[src/rtl/sfc_params.svh]
`ifndef SFC_PARAMS_SVH
`define SFC_PARAMS_SVH
// ****************************************************************
// Register offsets (byte addresses on APB).
// ****************************************************************
`define SFC_OFS_INSTR 12'h000
`define SFC_OFS_STATUS 12'h004
`define SFC_OFS_MEMREQ 12'h008
`define SFC_OFS_MEMSTAT 12'h00C
`define SFC_OFS_CONFIG 12'h010
`define SFC_OFS_WAITCNT 12'h014
`define SFC_OFS_EVENTS 12'h018
// ****************************************************************
// Status register bit positions.
// ****************************************************************
`define SFC_BIT_C 0
`define SFC_BIT_Z 1
`define SFC_BIT_N 2
`define SFC_BIT_V 3
`define SFC_BIT_S 4
`define SFC_BIT_H 5
`define SFC_BIT_T 6
`define SFC_BIT_I 7
// ****************************************************************
// Memory request and config fields.
// ****************************************************************
`define SFC_MEMREQ_GO 0
`define SFC_MEMREQ_NVM 1
`define SFC_MEMREQ_BASE_LSB 4
`define SFC_MEMSTAT_BUSY 0
`define SFC_MEMSTAT_DONE 1
`define SFC_CONFIG_MASK 32'h0000_0001
// ****************************************************************
// Reset values and timing counts.
// ****************************************************************
`define SFC_STATUS_RST 8'h00
`define SFC_CONFIG_RST 1'b0
`define SFC_NVM_EXTRA 4'h1
`define SFC_INSTR_CYCLES 4'h1
`endif

[src/rtl/sfc_pkg.sv]
package sfc_pkg;
  typedef enum logic [4:0] {
    SFC_OP_IDLE = 5'h00,
    SFC_OP_Z_SET = 5'h01,
    SFC_OP_Z_CLR = 5'h02,
    SFC_OP_I_SET = 5'h03,
    SFC_OP_I_CLR = 5'h04,
    SFC_OP_S_SET = 5'h05,
    SFC_OP_S_CLR = 5'h06,
    SFC_OP_V_SET = 5'h07,
    SFC_OP_V_CLR = 5'h08,
    SFC_OP_T_SET = 5'h09,
    SFC_OP_T_CLR = 5'h0A,
    SFC_OP_H_SET = 5'h0B,
    SFC_OP_H_CLR = 5'h0C,
    SFC_OP_BREAK = 5'h0D,
    SFC_OP_SLEEP = 5'h0E,
    SFC_OP_WDOG = 5'h0F
  } sfc_op_t;
  typedef enum logic [1:0] {
    SFC_MEM_IDLE = 2'b00,
    SFC_MEM_BASE = 2'b01,
    SFC_MEM_EXTRA = 2'b11,
    SFC_MEM_DONE = 2'b10
  } sfc_mem_state_t;
endpackage : sfc_pkg

[src/rtl/sfc_core.sv]
`timescale 1ns/1ps
`include "sfc_params.svh"
module sfc_core (
  input wire logic clk,
  input wire logic rst,
  input wire logic psel,
  input wire logic penable,
  input wire logic pwrite,
  input wire logic [11:0] paddr,
  input wire logic [31:0] pwdata,
  output logic [31:0] prdata,
  output logic pready,
  output logic pslverr,
  input wire logic nvm_busy,
  input wire logic bus_contend,
  output logic break_pulse_ff,
  output logic sleep_pulse_ff,
  output logic wdog_pulse_ff,
  output logic [7:0] status_out_ff
);
  // ****************************************************************
  // Bus decode.
  // ****************************************************************
  logic [31:0] prdata_ff;
  logic pready_ff;
  logic pslverr_ff;
  logic [7:0] status_ff;
  logic cfg_ff;
  logic mem_nvm_ff;
  logic [7:0] wait_cnt_ff;
  logic [3:0] remain_ff;
  logic [7:0] last_waits_ff;
  logic [7:0] ev_cnt_ff;
  sfc_pkg::sfc_mem_state_t mem_state_ff;
  logic acc;
  logic wr;
  logic mapped;
  logic op_go;
  sfc_pkg::sfc_op_t op;
  logic mem_go;
  logic remain_zero;
  logic extra_done;
  logic mem_finish;

  function automatic logic is_mapped(input logic [11:0] a);
    is_mapped = (a == `SFC_OFS_INSTR) || (a == `SFC_OFS_STATUS) || (a == `SFC_OFS_MEMREQ) ||
      (a == `SFC_OFS_MEMSTAT) || (a == `SFC_OFS_CONFIG) || (a == `SFC_OFS_WAITCNT) ||
      (a == `SFC_OFS_EVENTS);
  endfunction : is_mapped

  function automatic logic [3:0] base_cycles(input logic [31:0] d);
    base_cycles = (d[`SFC_MEMREQ_BASE_LSB +: 4] == 4'h0) ? `SFC_INSTR_CYCLES : d[`SFC_MEMREQ_BASE_LSB +: 4];
  endfunction : base_cycles

  assign acc = psel && penable && !pready_ff;
  assign wr = acc && pwrite;
  assign mapped = is_mapped(paddr);
  assign op_go = wr && (paddr == `SFC_OFS_INSTR);
  assign op = sfc_pkg::sfc_op_t'(pwdata[4:0]);
  assign prdata = prdata_ff;
  assign pready = pready_ff;
  assign pslverr = pslverr_ff;
  assign mem_go = wr && (paddr == `SFC_OFS_MEMREQ) && pwdata[`SFC_MEMREQ_GO] &&
    (mem_state_ff == sfc_pkg::SFC_MEM_IDLE || mem_state_ff == sfc_pkg::SFC_MEM_DONE);
  assign remain_zero = (remain_ff == 4'h0);
  assign extra_done = remain_zero && !nvm_busy && !bus_contend;
  assign mem_finish = (mem_state_ff == sfc_pkg::SFC_MEM_BASE && remain_zero && !mem_nvm_ff) ||
    (mem_state_ff == sfc_pkg::SFC_MEM_EXTRA && extra_done);

  // ****************************************************************
  // APB response.
  // ****************************************************************
  always_ff @(posedge clk)
  begin
    if (rst)
    begin
      pready_ff <= 1'b0;
    end
    else
    begin
      pready_ff <= acc;
    end
  end

  always_ff @(posedge clk)
  begin
    if (rst)
    begin
      pslverr_ff <= 1'b0;
    end
    else
    begin
      pslverr_ff <= acc && !mapped;
    end
  end

  always_ff @(posedge clk)
  begin
    if (rst)
    begin
      prdata_ff <= 32'h0000_0000;
    end
    else if (acc && !pwrite)
    begin
      case (paddr)
        `SFC_OFS_STATUS: prdata_ff <= {24'h00_0000, status_ff};
        `SFC_OFS_MEMSTAT: prdata_ff <= {30'h0000_0000, mem_state_ff == sfc_pkg::SFC_MEM_DONE,
          mem_state_ff != sfc_pkg::SFC_MEM_IDLE && mem_state_ff != sfc_pkg::SFC_MEM_DONE};
        `SFC_OFS_CONFIG: prdata_ff <= {31'h0000_0000, cfg_ff};
        `SFC_OFS_WAITCNT: prdata_ff <= {24'h00_0000, last_waits_ff};
        `SFC_OFS_EVENTS: prdata_ff <= {24'h00_0000, ev_cnt_ff};
        default: prdata_ff <= 32'h0000_0000;
      endcase
    end
    else
    begin
      prdata_ff <= 32'h0000_0000;
    end
  end

  // ****************************************************************
  // Configuration register.
  // ****************************************************************
  always_ff @(posedge clk)
  begin
    if (rst)
    begin
      cfg_ff <= `SFC_CONFIG_RST;
    end
    else if (wr && paddr == `SFC_OFS_CONFIG)
    begin
      cfg_ff <= pwdata[0];
    end
  end

  // ****************************************************************
  // Flag instructions.
  // ****************************************************************
  always_ff @(posedge clk)
  begin
    if (rst)
    begin
      status_ff <= `SFC_STATUS_RST;
    end
    else if (wr && paddr == `SFC_OFS_STATUS && cfg_ff)
    begin
      status_ff <= pwdata[7:0];
    end
    else if (op_go)
    begin
      case (op)
        sfc_pkg::SFC_OP_Z_SET: status_ff[`SFC_BIT_Z] <= 1'b1;
        sfc_pkg::SFC_OP_Z_CLR: status_ff[`SFC_BIT_Z] <= 1'b0;
        sfc_pkg::SFC_OP_I_SET: status_ff[`SFC_BIT_I] <= 1'b1;
        sfc_pkg::SFC_OP_I_CLR: status_ff[`SFC_BIT_I] <= 1'b0;
        sfc_pkg::SFC_OP_S_SET: status_ff[`SFC_BIT_S] <= 1'b1;
        sfc_pkg::SFC_OP_S_CLR: status_ff[`SFC_BIT_S] <= 1'b0;
        sfc_pkg::SFC_OP_V_SET: status_ff[`SFC_BIT_V] <= 1'b1;
        sfc_pkg::SFC_OP_V_CLR: status_ff[`SFC_BIT_V] <= 1'b0;
        sfc_pkg::SFC_OP_T_SET: status_ff[`SFC_BIT_T] <= 1'b1;
        sfc_pkg::SFC_OP_T_CLR: status_ff[`SFC_BIT_T] <= 1'b0;
        sfc_pkg::SFC_OP_H_SET: status_ff[`SFC_BIT_H] <= 1'b1;
        sfc_pkg::SFC_OP_H_CLR: status_ff[`SFC_BIT_H] <= 1'b0;
        default: status_ff <= status_ff;
      endcase
    end
  end

  always_ff @(posedge clk)
  begin
    if (rst)
    begin
      status_out_ff <= `SFC_STATUS_RST;
    end
    else
    begin
      status_out_ff <= status_ff;
    end
  end

  // ****************************************************************
  // Control instruction strobes.
  // ****************************************************************
  always_ff @(posedge clk)
  begin
    if (rst)
    begin
      break_pulse_ff <= 1'b0;
    end
    else
    begin
      break_pulse_ff <= op_go && op == sfc_pkg::SFC_OP_BREAK;
    end
  end

  always_ff @(posedge clk)
  begin
    if (rst)
    begin
      sleep_pulse_ff <= 1'b0;
    end
    else
    begin
      sleep_pulse_ff <= op_go && op == sfc_pkg::SFC_OP_SLEEP;
    end
  end

  always_ff @(posedge clk)
  begin
    if (rst)
    begin
      wdog_pulse_ff <= 1'b0;
    end
    else
    begin
      wdog_pulse_ff <= op_go && op == sfc_pkg::SFC_OP_WDOG;
    end
  end

  always_ff @(posedge clk)
  begin
    if (rst)
    begin
      ev_cnt_ff <= 8'h00;
    end
    else if (op_go)
    begin
      ev_cnt_ff <= ev_cnt_ff + 8'h01;
    end
  end

  // ****************************************************************
  // Data access timing.
  // ****************************************************************
  always_ff @(posedge clk)
  begin
    if (rst)
    begin
      mem_state_ff <= sfc_pkg::SFC_MEM_IDLE;
    end
    else
    begin
      case (mem_state_ff)
        sfc_pkg::SFC_MEM_IDLE, sfc_pkg::SFC_MEM_DONE:
        begin
          if (mem_go)
          begin
            mem_state_ff <= sfc_pkg::SFC_MEM_BASE;
          end
        end
        sfc_pkg::SFC_MEM_BASE:
        begin
          if (remain_zero)
          begin
            mem_state_ff <= mem_nvm_ff ? sfc_pkg::SFC_MEM_EXTRA : sfc_pkg::SFC_MEM_DONE;
          end
        end
        sfc_pkg::SFC_MEM_EXTRA:
        begin
          if (extra_done)
          begin
            mem_state_ff <= sfc_pkg::SFC_MEM_DONE;
          end
        end
        default:
        begin
          mem_state_ff <= sfc_pkg::SFC_MEM_IDLE;
        end
      endcase
    end
  end

  always_ff @(posedge clk)
  begin
    if (rst)
    begin
      mem_nvm_ff <= 1'b0;
    end
    else if (mem_go)
    begin
      mem_nvm_ff <= pwdata[`SFC_MEMREQ_NVM];
    end
  end

  always_ff @(posedge clk)
  begin
    if (rst)
    begin
      remain_ff <= 4'h0;
    end
    else if (mem_go)
    begin
      remain_ff <= base_cycles(pwdata) - 4'h1;
    end
    else if (mem_state_ff == sfc_pkg::SFC_MEM_BASE && remain_zero && mem_nvm_ff)
    begin
      remain_ff <= `SFC_NVM_EXTRA - 4'h1;
    end
    else if (!remain_zero && (mem_state_ff == sfc_pkg::SFC_MEM_BASE || mem_state_ff == sfc_pkg::SFC_MEM_EXTRA))
    begin
      remain_ff <= remain_ff - 4'h1;
    end
  end

  always_ff @(posedge clk)
  begin
    if (rst)
    begin
      wait_cnt_ff <= 8'h00;
    end
    else if (mem_go)
    begin
      wait_cnt_ff <= 8'h01;
    end
    else if (mem_state_ff == sfc_pkg::SFC_MEM_BASE && (!remain_zero || mem_nvm_ff))
    begin
      wait_cnt_ff <= wait_cnt_ff + 8'h01;
    end
    else if (mem_state_ff == sfc_pkg::SFC_MEM_EXTRA && !extra_done)
    begin
      wait_cnt_ff <= wait_cnt_ff + 8'h01;
    end
  end

  always_ff @(posedge clk)
  begin
    if (rst)
    begin
      last_waits_ff <= 8'h00;
    end
    else if (mem_finish)
    begin
      last_waits_ff <= wait_cnt_ff;
    end
  end
endmodule : sfc_core

[config.mk]
export PLATFORM = sky130hd
export DESIGN_NAME = sfc_core
export DESIGN_NICKNAME = d
export VERILOG_FILES = /design/src/rtl/sfc_pkg.sv /design/src/rtl/sfc_core.sv
export VERILOG_INCLUDE_DIRS = /design/src /design/src/rtl
export SDC_FILE = /design/constraint.sdc
export NUM_CORES = 1
export LEC_CHECK = 0
export ABC_AREA = 0
export BUFFER_PORTS_ARGS = -buffer_cell sky130_fd_sc_hd__buf_2
export CAP_MARGIN = 20
export CORE_MARGIN = 8
export CORE_UTILIZATION = 35
export DETAILED_ROUTE_END_ITERATION = 8
export GPL_ROUTABILITY_DRIVEN = 0
export GPL_TIMING_DRIVEN = 0
export SETUP_SLACK_MARGIN = 0.4
export SYNTH_ARGS = -nofsm -noshare
export SYNTH_HDL_FRONTEND = slang
export SYNTH_SLANG_ARGS = --single-unit
[constraint.sdc]
create_clock -name clk -period 2.3 [get_ports clk]
set_input_delay 0.46 -clock clk [delete_from_list [all_inputs] [get_ports clk]]
set_output_delay 0.46 -clock clk [all_outputs]
set_load 0.05 [all_outputs]
Yosys cells after proc, flatten, opt, wreduce, memory -nomap -nowiden
Cells that the tools add are included.
{"block": "word_totals", "register_bits": 85, "inputBits": 51, "elab_cells": 144}
{"block": "classes", "add_sub_neg": 4, "eq_ne": 28, "mux": 21, "bitwise": 1, "reduce_logical": 68}
{"op": "5-bit by 4-bit equality test with 1-bit output (second input constant)", "n": 8}
{"op": "8-bit case mux with 5 select lines", "n": 1}
{"op": "12-bit by 5-bit equality test with 1-bit output (second input constant)", "n": 3}
{"op": "8-bit 2-to-1 mux", "n": 4}
{"op": "1-bit logical AND", "n": 25}
{"op": "12-bit by 4-bit equality test with 1-bit output (second input constant)", "n": 2}
{"op": "3-bit nonzero test", "n": 8}
{"op": "5-bit by 3-bit equality test with 1-bit output (second input constant)", "n": 4}
{"op": "8-bit by 1-bit adder with 8-bit output (second input constant)", "n": 2}
{"op": "4-bit 2-to-1 mux", "n": 4}
{"op": "12-bit by 3-bit equality test with 1-bit output (second input constant)", "n": 1}
{"op": "12-bit zero test", "n": 1}
{"op": "1-bit case mux with 2 select lines", "n": 6}
{"op": "2-bit AND reduction", "n": 6}
{"op": "5-bit by 2-bit equality test with 1-bit output (second input constant)", "n": 2}
{"op": "1-bit logical OR", "n": 10}
{"op": "1-bit zero test", "n": 8}
{"op": "4-bit zero test", "n": 2}
{"op": "2-bit inequality test (second input constant)", "n": 4}
{"op": "4-bit by 1-bit subtractor with 4-bit output (second input constant)", "n": 2}
{"op": "2-bit 2-to-1 mux", "n": 3}
{"op": "2-bit case mux with 3 select lines", "n": 1}
{"op": "2-bit nonzero test", "n": 3}
{"op": "2-bit OR reduction", "n": 3}
{"op": "7 further kinds", "n": 9}

Logic depth before layout (Yosys ltp)
{"block": "logic_depth", "depth_word": 9, "depth_mapped": 8, "depth_no_buf": 7}

Worst setup path after synthesis
Ideal clock, no wire load.
{"block": "synth_timing", "path_type": "input-to-reg", "startpoint": "input port paddr[1]", "endpoint": "register status_ff[5]", "arrival_time_ps": 2117, "t_required_ps": 2197, "path_slack_ps": 80, "cell_stages": 6, "path_cell_list": "or4_4 -> buf_6 -> nor4_4 -> and3_4 -> a211oi_2 -> a2111oi_2"}
{"block": "synth_via", "elab_chain_cells": 5, "word_cells_on_any_way": 9, "classes_between": "1 x eq/ne; 1 x mux; 7 x reduce/logical"}
{"element": "start, declared", "line_no": "sfc_core.sv:9", "text": "input wire logic [11:0] paddr,"}
{"element": "12-bit by 3-bit equality test with 1-bit output"}
{"element": "1-bit logical AND (no source line)"}
{"element": "1-bit logical AND", "line_no": "sfc_core.sv:145", "text": "else if (wr && paddr == `SFC_OFS_STATUS && cfg_ff)"}
{"element": "3-bit nonzero test (no source line) / 2-bit nonzero test (equally long branches)"}
{"element": "2-bit AND reduction (no source line)"}
{"element": "end signal, assigned", "line_no": "sfc_core.sv:143", "text": "status_ff <= `SFC_STATUS_RST;"}
{"element": "end signal, assigned", "line_no": "sfc_core.sv:147", "text": "status_ff <= pwdata[7:0];"}
{"element": "end signal, assigned", "line_no": "sfc_core.sv:164", "text": "default: status_ff <= status_ff;"}
{"element": "end, declared", "line_no": "sfc_core.sv:27", "text": "logic [7:0] status_ff;"}
Several ways; a longest one is shown, not always the timed one.
A chain may end at the register's enable or synchronous reset.

Worst setup path in the final report
{"block": "layout_timing", "startpoint": "input port paddr[7]", "endpoint": "register remain_ff[2]"}
{"block": "layout_via", "elab_chain_cells": 5, "word_cells_on_any_way": 6, "classes_between": "1 x eq/ne; 1 x mux; 4 x reduce/logical"}
{"element": "12-bit by 4-bit equality test with 1-bit output (no source line) (*)"}
{"element": "1-bit logical AND (*) (3 in a row)", "line_no": "sfc_core.sv:63", "text": "assign mem_go = wr && (paddr == `SFC_OFS_MEMREQ) && pwdata[`SFC_MEMREQ_GO] &&"}
{"element": "3-bit nonzero test (no source line) / 4-bit 2-to-1 mux (equally long branches)"}
{"element": "end signal, assigned", "line_no": "sfc_core.sv:293", "text": "remain_ff <= base_cycles(pwdata) - 4'h1;"}
{"element": "end signal, assigned", "line_no": "sfc_core.sv:297", "text": "remain_ff <= `SFC_NVM_EXTRA - 4'h1;"}
{"element": "end signal, assigned", "line_no": "sfc_core.sv:301", "text": "remain_ff <= remain_ff - 4'h1;"}
{"element": "end, declared", "line_no": "sfc_core.sv:31", "text": "logic [3:0] remain_ff;"}
Mark *: on every way between the ends. The rest lies on a longest branch, timed or not.

==> flow_summary_export.csv <==
group,metric,value,unit
outcome,status,"finished clean",
cells_and_area,layout-drive-gt1-share,36.40,%
cts,clockRootBuffer,"clkbuf_8",
cells_and_area,synthToLayoutAreaGrowth,35.01,%
timing,worst_pin_slew,0.7390,ns
synth,ys_ff_latch,61,
cts,htree_levels,3,
synth,synthMuxAreaShare,4.360,%
placed_design,post_dp_cell_area,0.003518,mm²
power_and_ir_drop,ir_worst_vdd,260.2,µV
die,die_area,0.01193,mm²
cts,insertion_delay,0.34,ns
cells_and_area,fill_cells,851,
synth,syn_area,0.003042,mm²
global_routing,track_usage,13.18,%
placed_design,hpwlAfterDp,5577,µm
cts,cts_hold_buf,0,
power_and_ir_drop,p_leak,1.740,nW
synth,ys_types,54,
synth,synthCells,346,
timing,setup_viol_count_final,0,
global_routing,grt_use_met1,15.67,%
timing,max_slew_margin,50.35,%
critical_path,path_max_fanout,8,
global_routing,grt_pass1_wl,12350,µm
global_routing,overflow,0,
cells_and_area,layout.nets,496,
synth,synth_top_family_by_area,"simple AND/OR/NAND/NOR gates",
global_routing,grtUsageMet3,3.605,%
timing,fmax,0.4874,GHz
synth,synth_top_area_cell,"dfxtp_1",
critical_path,end_kind,"flop",
timing,fin_crit_sh,89.21,%
synth,synth-edff-count,0,
synth,synth_compound_area_share,10.90,%
die,floorplan.die.width,109.2,µm
synth,avgSynthCellArea,8.791,µm²
die,fp.dieH,109.2,µm
synth,yosysTopAreaCellShare,40.15,%
cts,clkTransAtPathRegs,0.07,ns
synth,synthArstFlopShare,0,%
die,coreArea,0.008593,mm²
global_routing,grt_util_met2,21.36,%
drt,drt_iter0_drc,131,
synth,yosys_warnings,0,
cts,cts_tree,"done",
drt,wl_per_cell,14.14,µm
job,drv_cap,0,
synth,synth_simple_gate_area_share,27.77,%
timing,hold_violations,0,
placed_design,port-buffer-count,44,
cts,cts.sinks,61,
power_and_ir_drop,power.total,2.309,mW
timing,fin_crit,2.052,ns
die,rows,34,
timing,rsz0062_at_grt,"yes",
power_and_ir_drop,cellPowerDensity,562.2,mW/mm²
drt,num_vias,2675,
critical_path,criticalPathCategory,"input pin to flop",
drt,dr.pass1.iters,4,
synth,synth_xor_area_share,4.031,%
critical_path,cp-start-kind,"input pin",
synth,ys_seq_area_share,40.15,%
drt,drc,0,
global_routing,top_usage_layer,"met2",
cells_and_area,n_antenna_cell,0,
global_routing,antenna_found_initial,0,
drt,totalWireLength,7817,µm
critical_path,arrival,2.29,ns
cells_and_area,final_area,0.004106,mm²
die,ioPinCount,96,
die,start_util,35.40,%
critical_path,cp_data_required_time,2.54,ns
cts,cts_inserted_buffers,9,
global_routing,grt_pass1_vias,2604,
timing,finalMaxSlewViolations,0,
global_routing,grt_max_degree,12,
timing,fin_skew,0.009894,ns
drt,post_drt_via_cell_ratio,4.837,
cts,cts.path.max_buffers,2,
worst_hold_path,holdCritPathClass,"input pin to flop",
synth,synth_ff_type,"dfxtp_1",
synth,synthAdderAreaFrac,2.057,%
drt,drtAntennaViolNets,0,
synth,ys_top_cells_by_area,"dfxtp_1, nor2_1, buf_4, mux2i_1, xor2_1",
-- cells in the mapped netlist, drive strengths merged, types with 6 or more instances --
library cell / number
buf: 31
dfxtp: 61
mux2i: 11
nor2: 59
nor2b: 12
o21ai: 7
or3: 6
nor4: 7
nand3: 10
a31oi: 10
a22oi: 7
a211oi: 6
nand2: 18
inv: 7
nor3: 8
nand4: 6
and3: 7
clkbuf: 11
xor2: 9
a21oi: 12
-- cells in the final DEF, fill, tap and decap left out, types with 6 or more instances in the layout --
cell      count
buf_2        43
a22oi_1       7
nor2_4       12
and3_1        6
buf_6         9
nor2_1       45
xor2_1        8
dfxtp_1      59
mux2i_1      10
nand3_1       9
nor2b_1      12
a21oi_1      11
clkbuf_1      7
a31oi_1       9
nor3_1        7
conb_1       24
nand4_1       6
buf_4        38
nand2_1      18
clkbuf_8     12
-- state kept, by name, summed over array words and instances, names as in the netlist --
name	cells
break_pulse_ff	1
cfg_ff	1
ev_cnt_ff	8
last_waits_ff	8
mem_nvm_ff	1
mem_state_ff	2
prdata	8
pready	1
pslverr	1
remain_ff	4
sleep_pulse_ff	1
status_ff	8
status_out_ff	8
wait_cnt_ff	8
wdog_pulse_ff	1
-- power by group --
part	internal, mW	switching (mW)	total (mW)
Clock	0.559	0.443	1.00
Sequential	1.06	0.000625	1.06
Combinational	0.0789	0.170	0.249
Total	1.69	0.614	2.31
-- routing by layer --
metal,vias up,part of all wire [%]
met5,-,0
met4,0,1.9
met3,11,6.9
met2,86,48
met1,1231,44
li1,1347,-
-- stage by stage --
stage	setup slack, ns	hold slack [ns]	std cells	setup TNS [ns]	utilization (%)
6_report	0.2482	0.4004	553	0	47.79
5_1_grt	0.2285	0.3973	553	0	47.79
4_1_cts	0.3570	0.3943	545	0	45.03
3_5_place_dp	-0.2260	0.4685	521	-1.419	40.94
3_3_place_gp	-0.2244	0.4603	521	-1.458	40.94
2_1_floorplan	0.1032	0.4374	369	0	-
-- worst max-delay path, cell delays in order --
cell and delay (ns):
buf_6 0.09, or4_4 0.58, nor4_4 0.38, nand4b_1 0.20, buf_6 0.19, buf_4 0.14, a311oi_1 0.25
-- logic make-up after synthesis --
| kind of cell | count (synthesis) |
|---|---|
| AOI/OAI and AO/OA | 50 |
| xor gates and xnor gates | 14 |
| adders and majority gates | 5 |
| buffers and inverters | 50 |
| DFF | 61 |
| muxes | 13 |
| other | 1 |
| and+or+nand+nor | 152 |
-- worst paths after layout --
kind | start | end | slack (ns) | cells after the start
worst min register to register | status_ff[0]$_SDFFE_PP0P_ | status_out_ff[0]$_SDFF_PP0_ | 0.49 | 1
worst min-delay path | paddr[2] | prdata[1]$_SDFF_PP0_ | 0.40 | 3
worst max register to register | pready$_SDFF_PP0_ | status_ff[4]$_SDFFE_PP0P_ | 0.41 | 6
worst max-delay path | paddr[7] | remain_ff[2]$_SDFFE_PP0P_ | 0.25 | 7
-- final cells by class --
| class | instances | area [µm²] | share of cell area [%] |
|---|---|---|---|
| multi-input cells | 258 | 1793 | 43.66 |
| flip-flops and latches | 61 | 1224 | 29.80 |
| repair buffers | 60 | 366.6 | 8.927 |
| plain buffers | 43 | 351.6 | 8.562 |
| clock buffers | 11 | 151.4 | 3.687 |
| well taps | 108 | 135.1 | 3.291 |
| clock inverters | 5 | 58.81 | 1.432 |
| inverters | 7 | 26.28 | 0.6399 |
-- what timing repair did --
item,4_1_cts,5_1_grt
endpoints found under the setup margin,33,36
buffers inserted,7,8
gates resized for setup,21,44
gates cloned,1,0
pin swaps,10,33
Note: power is estimated with default switching activity, not from simulation.
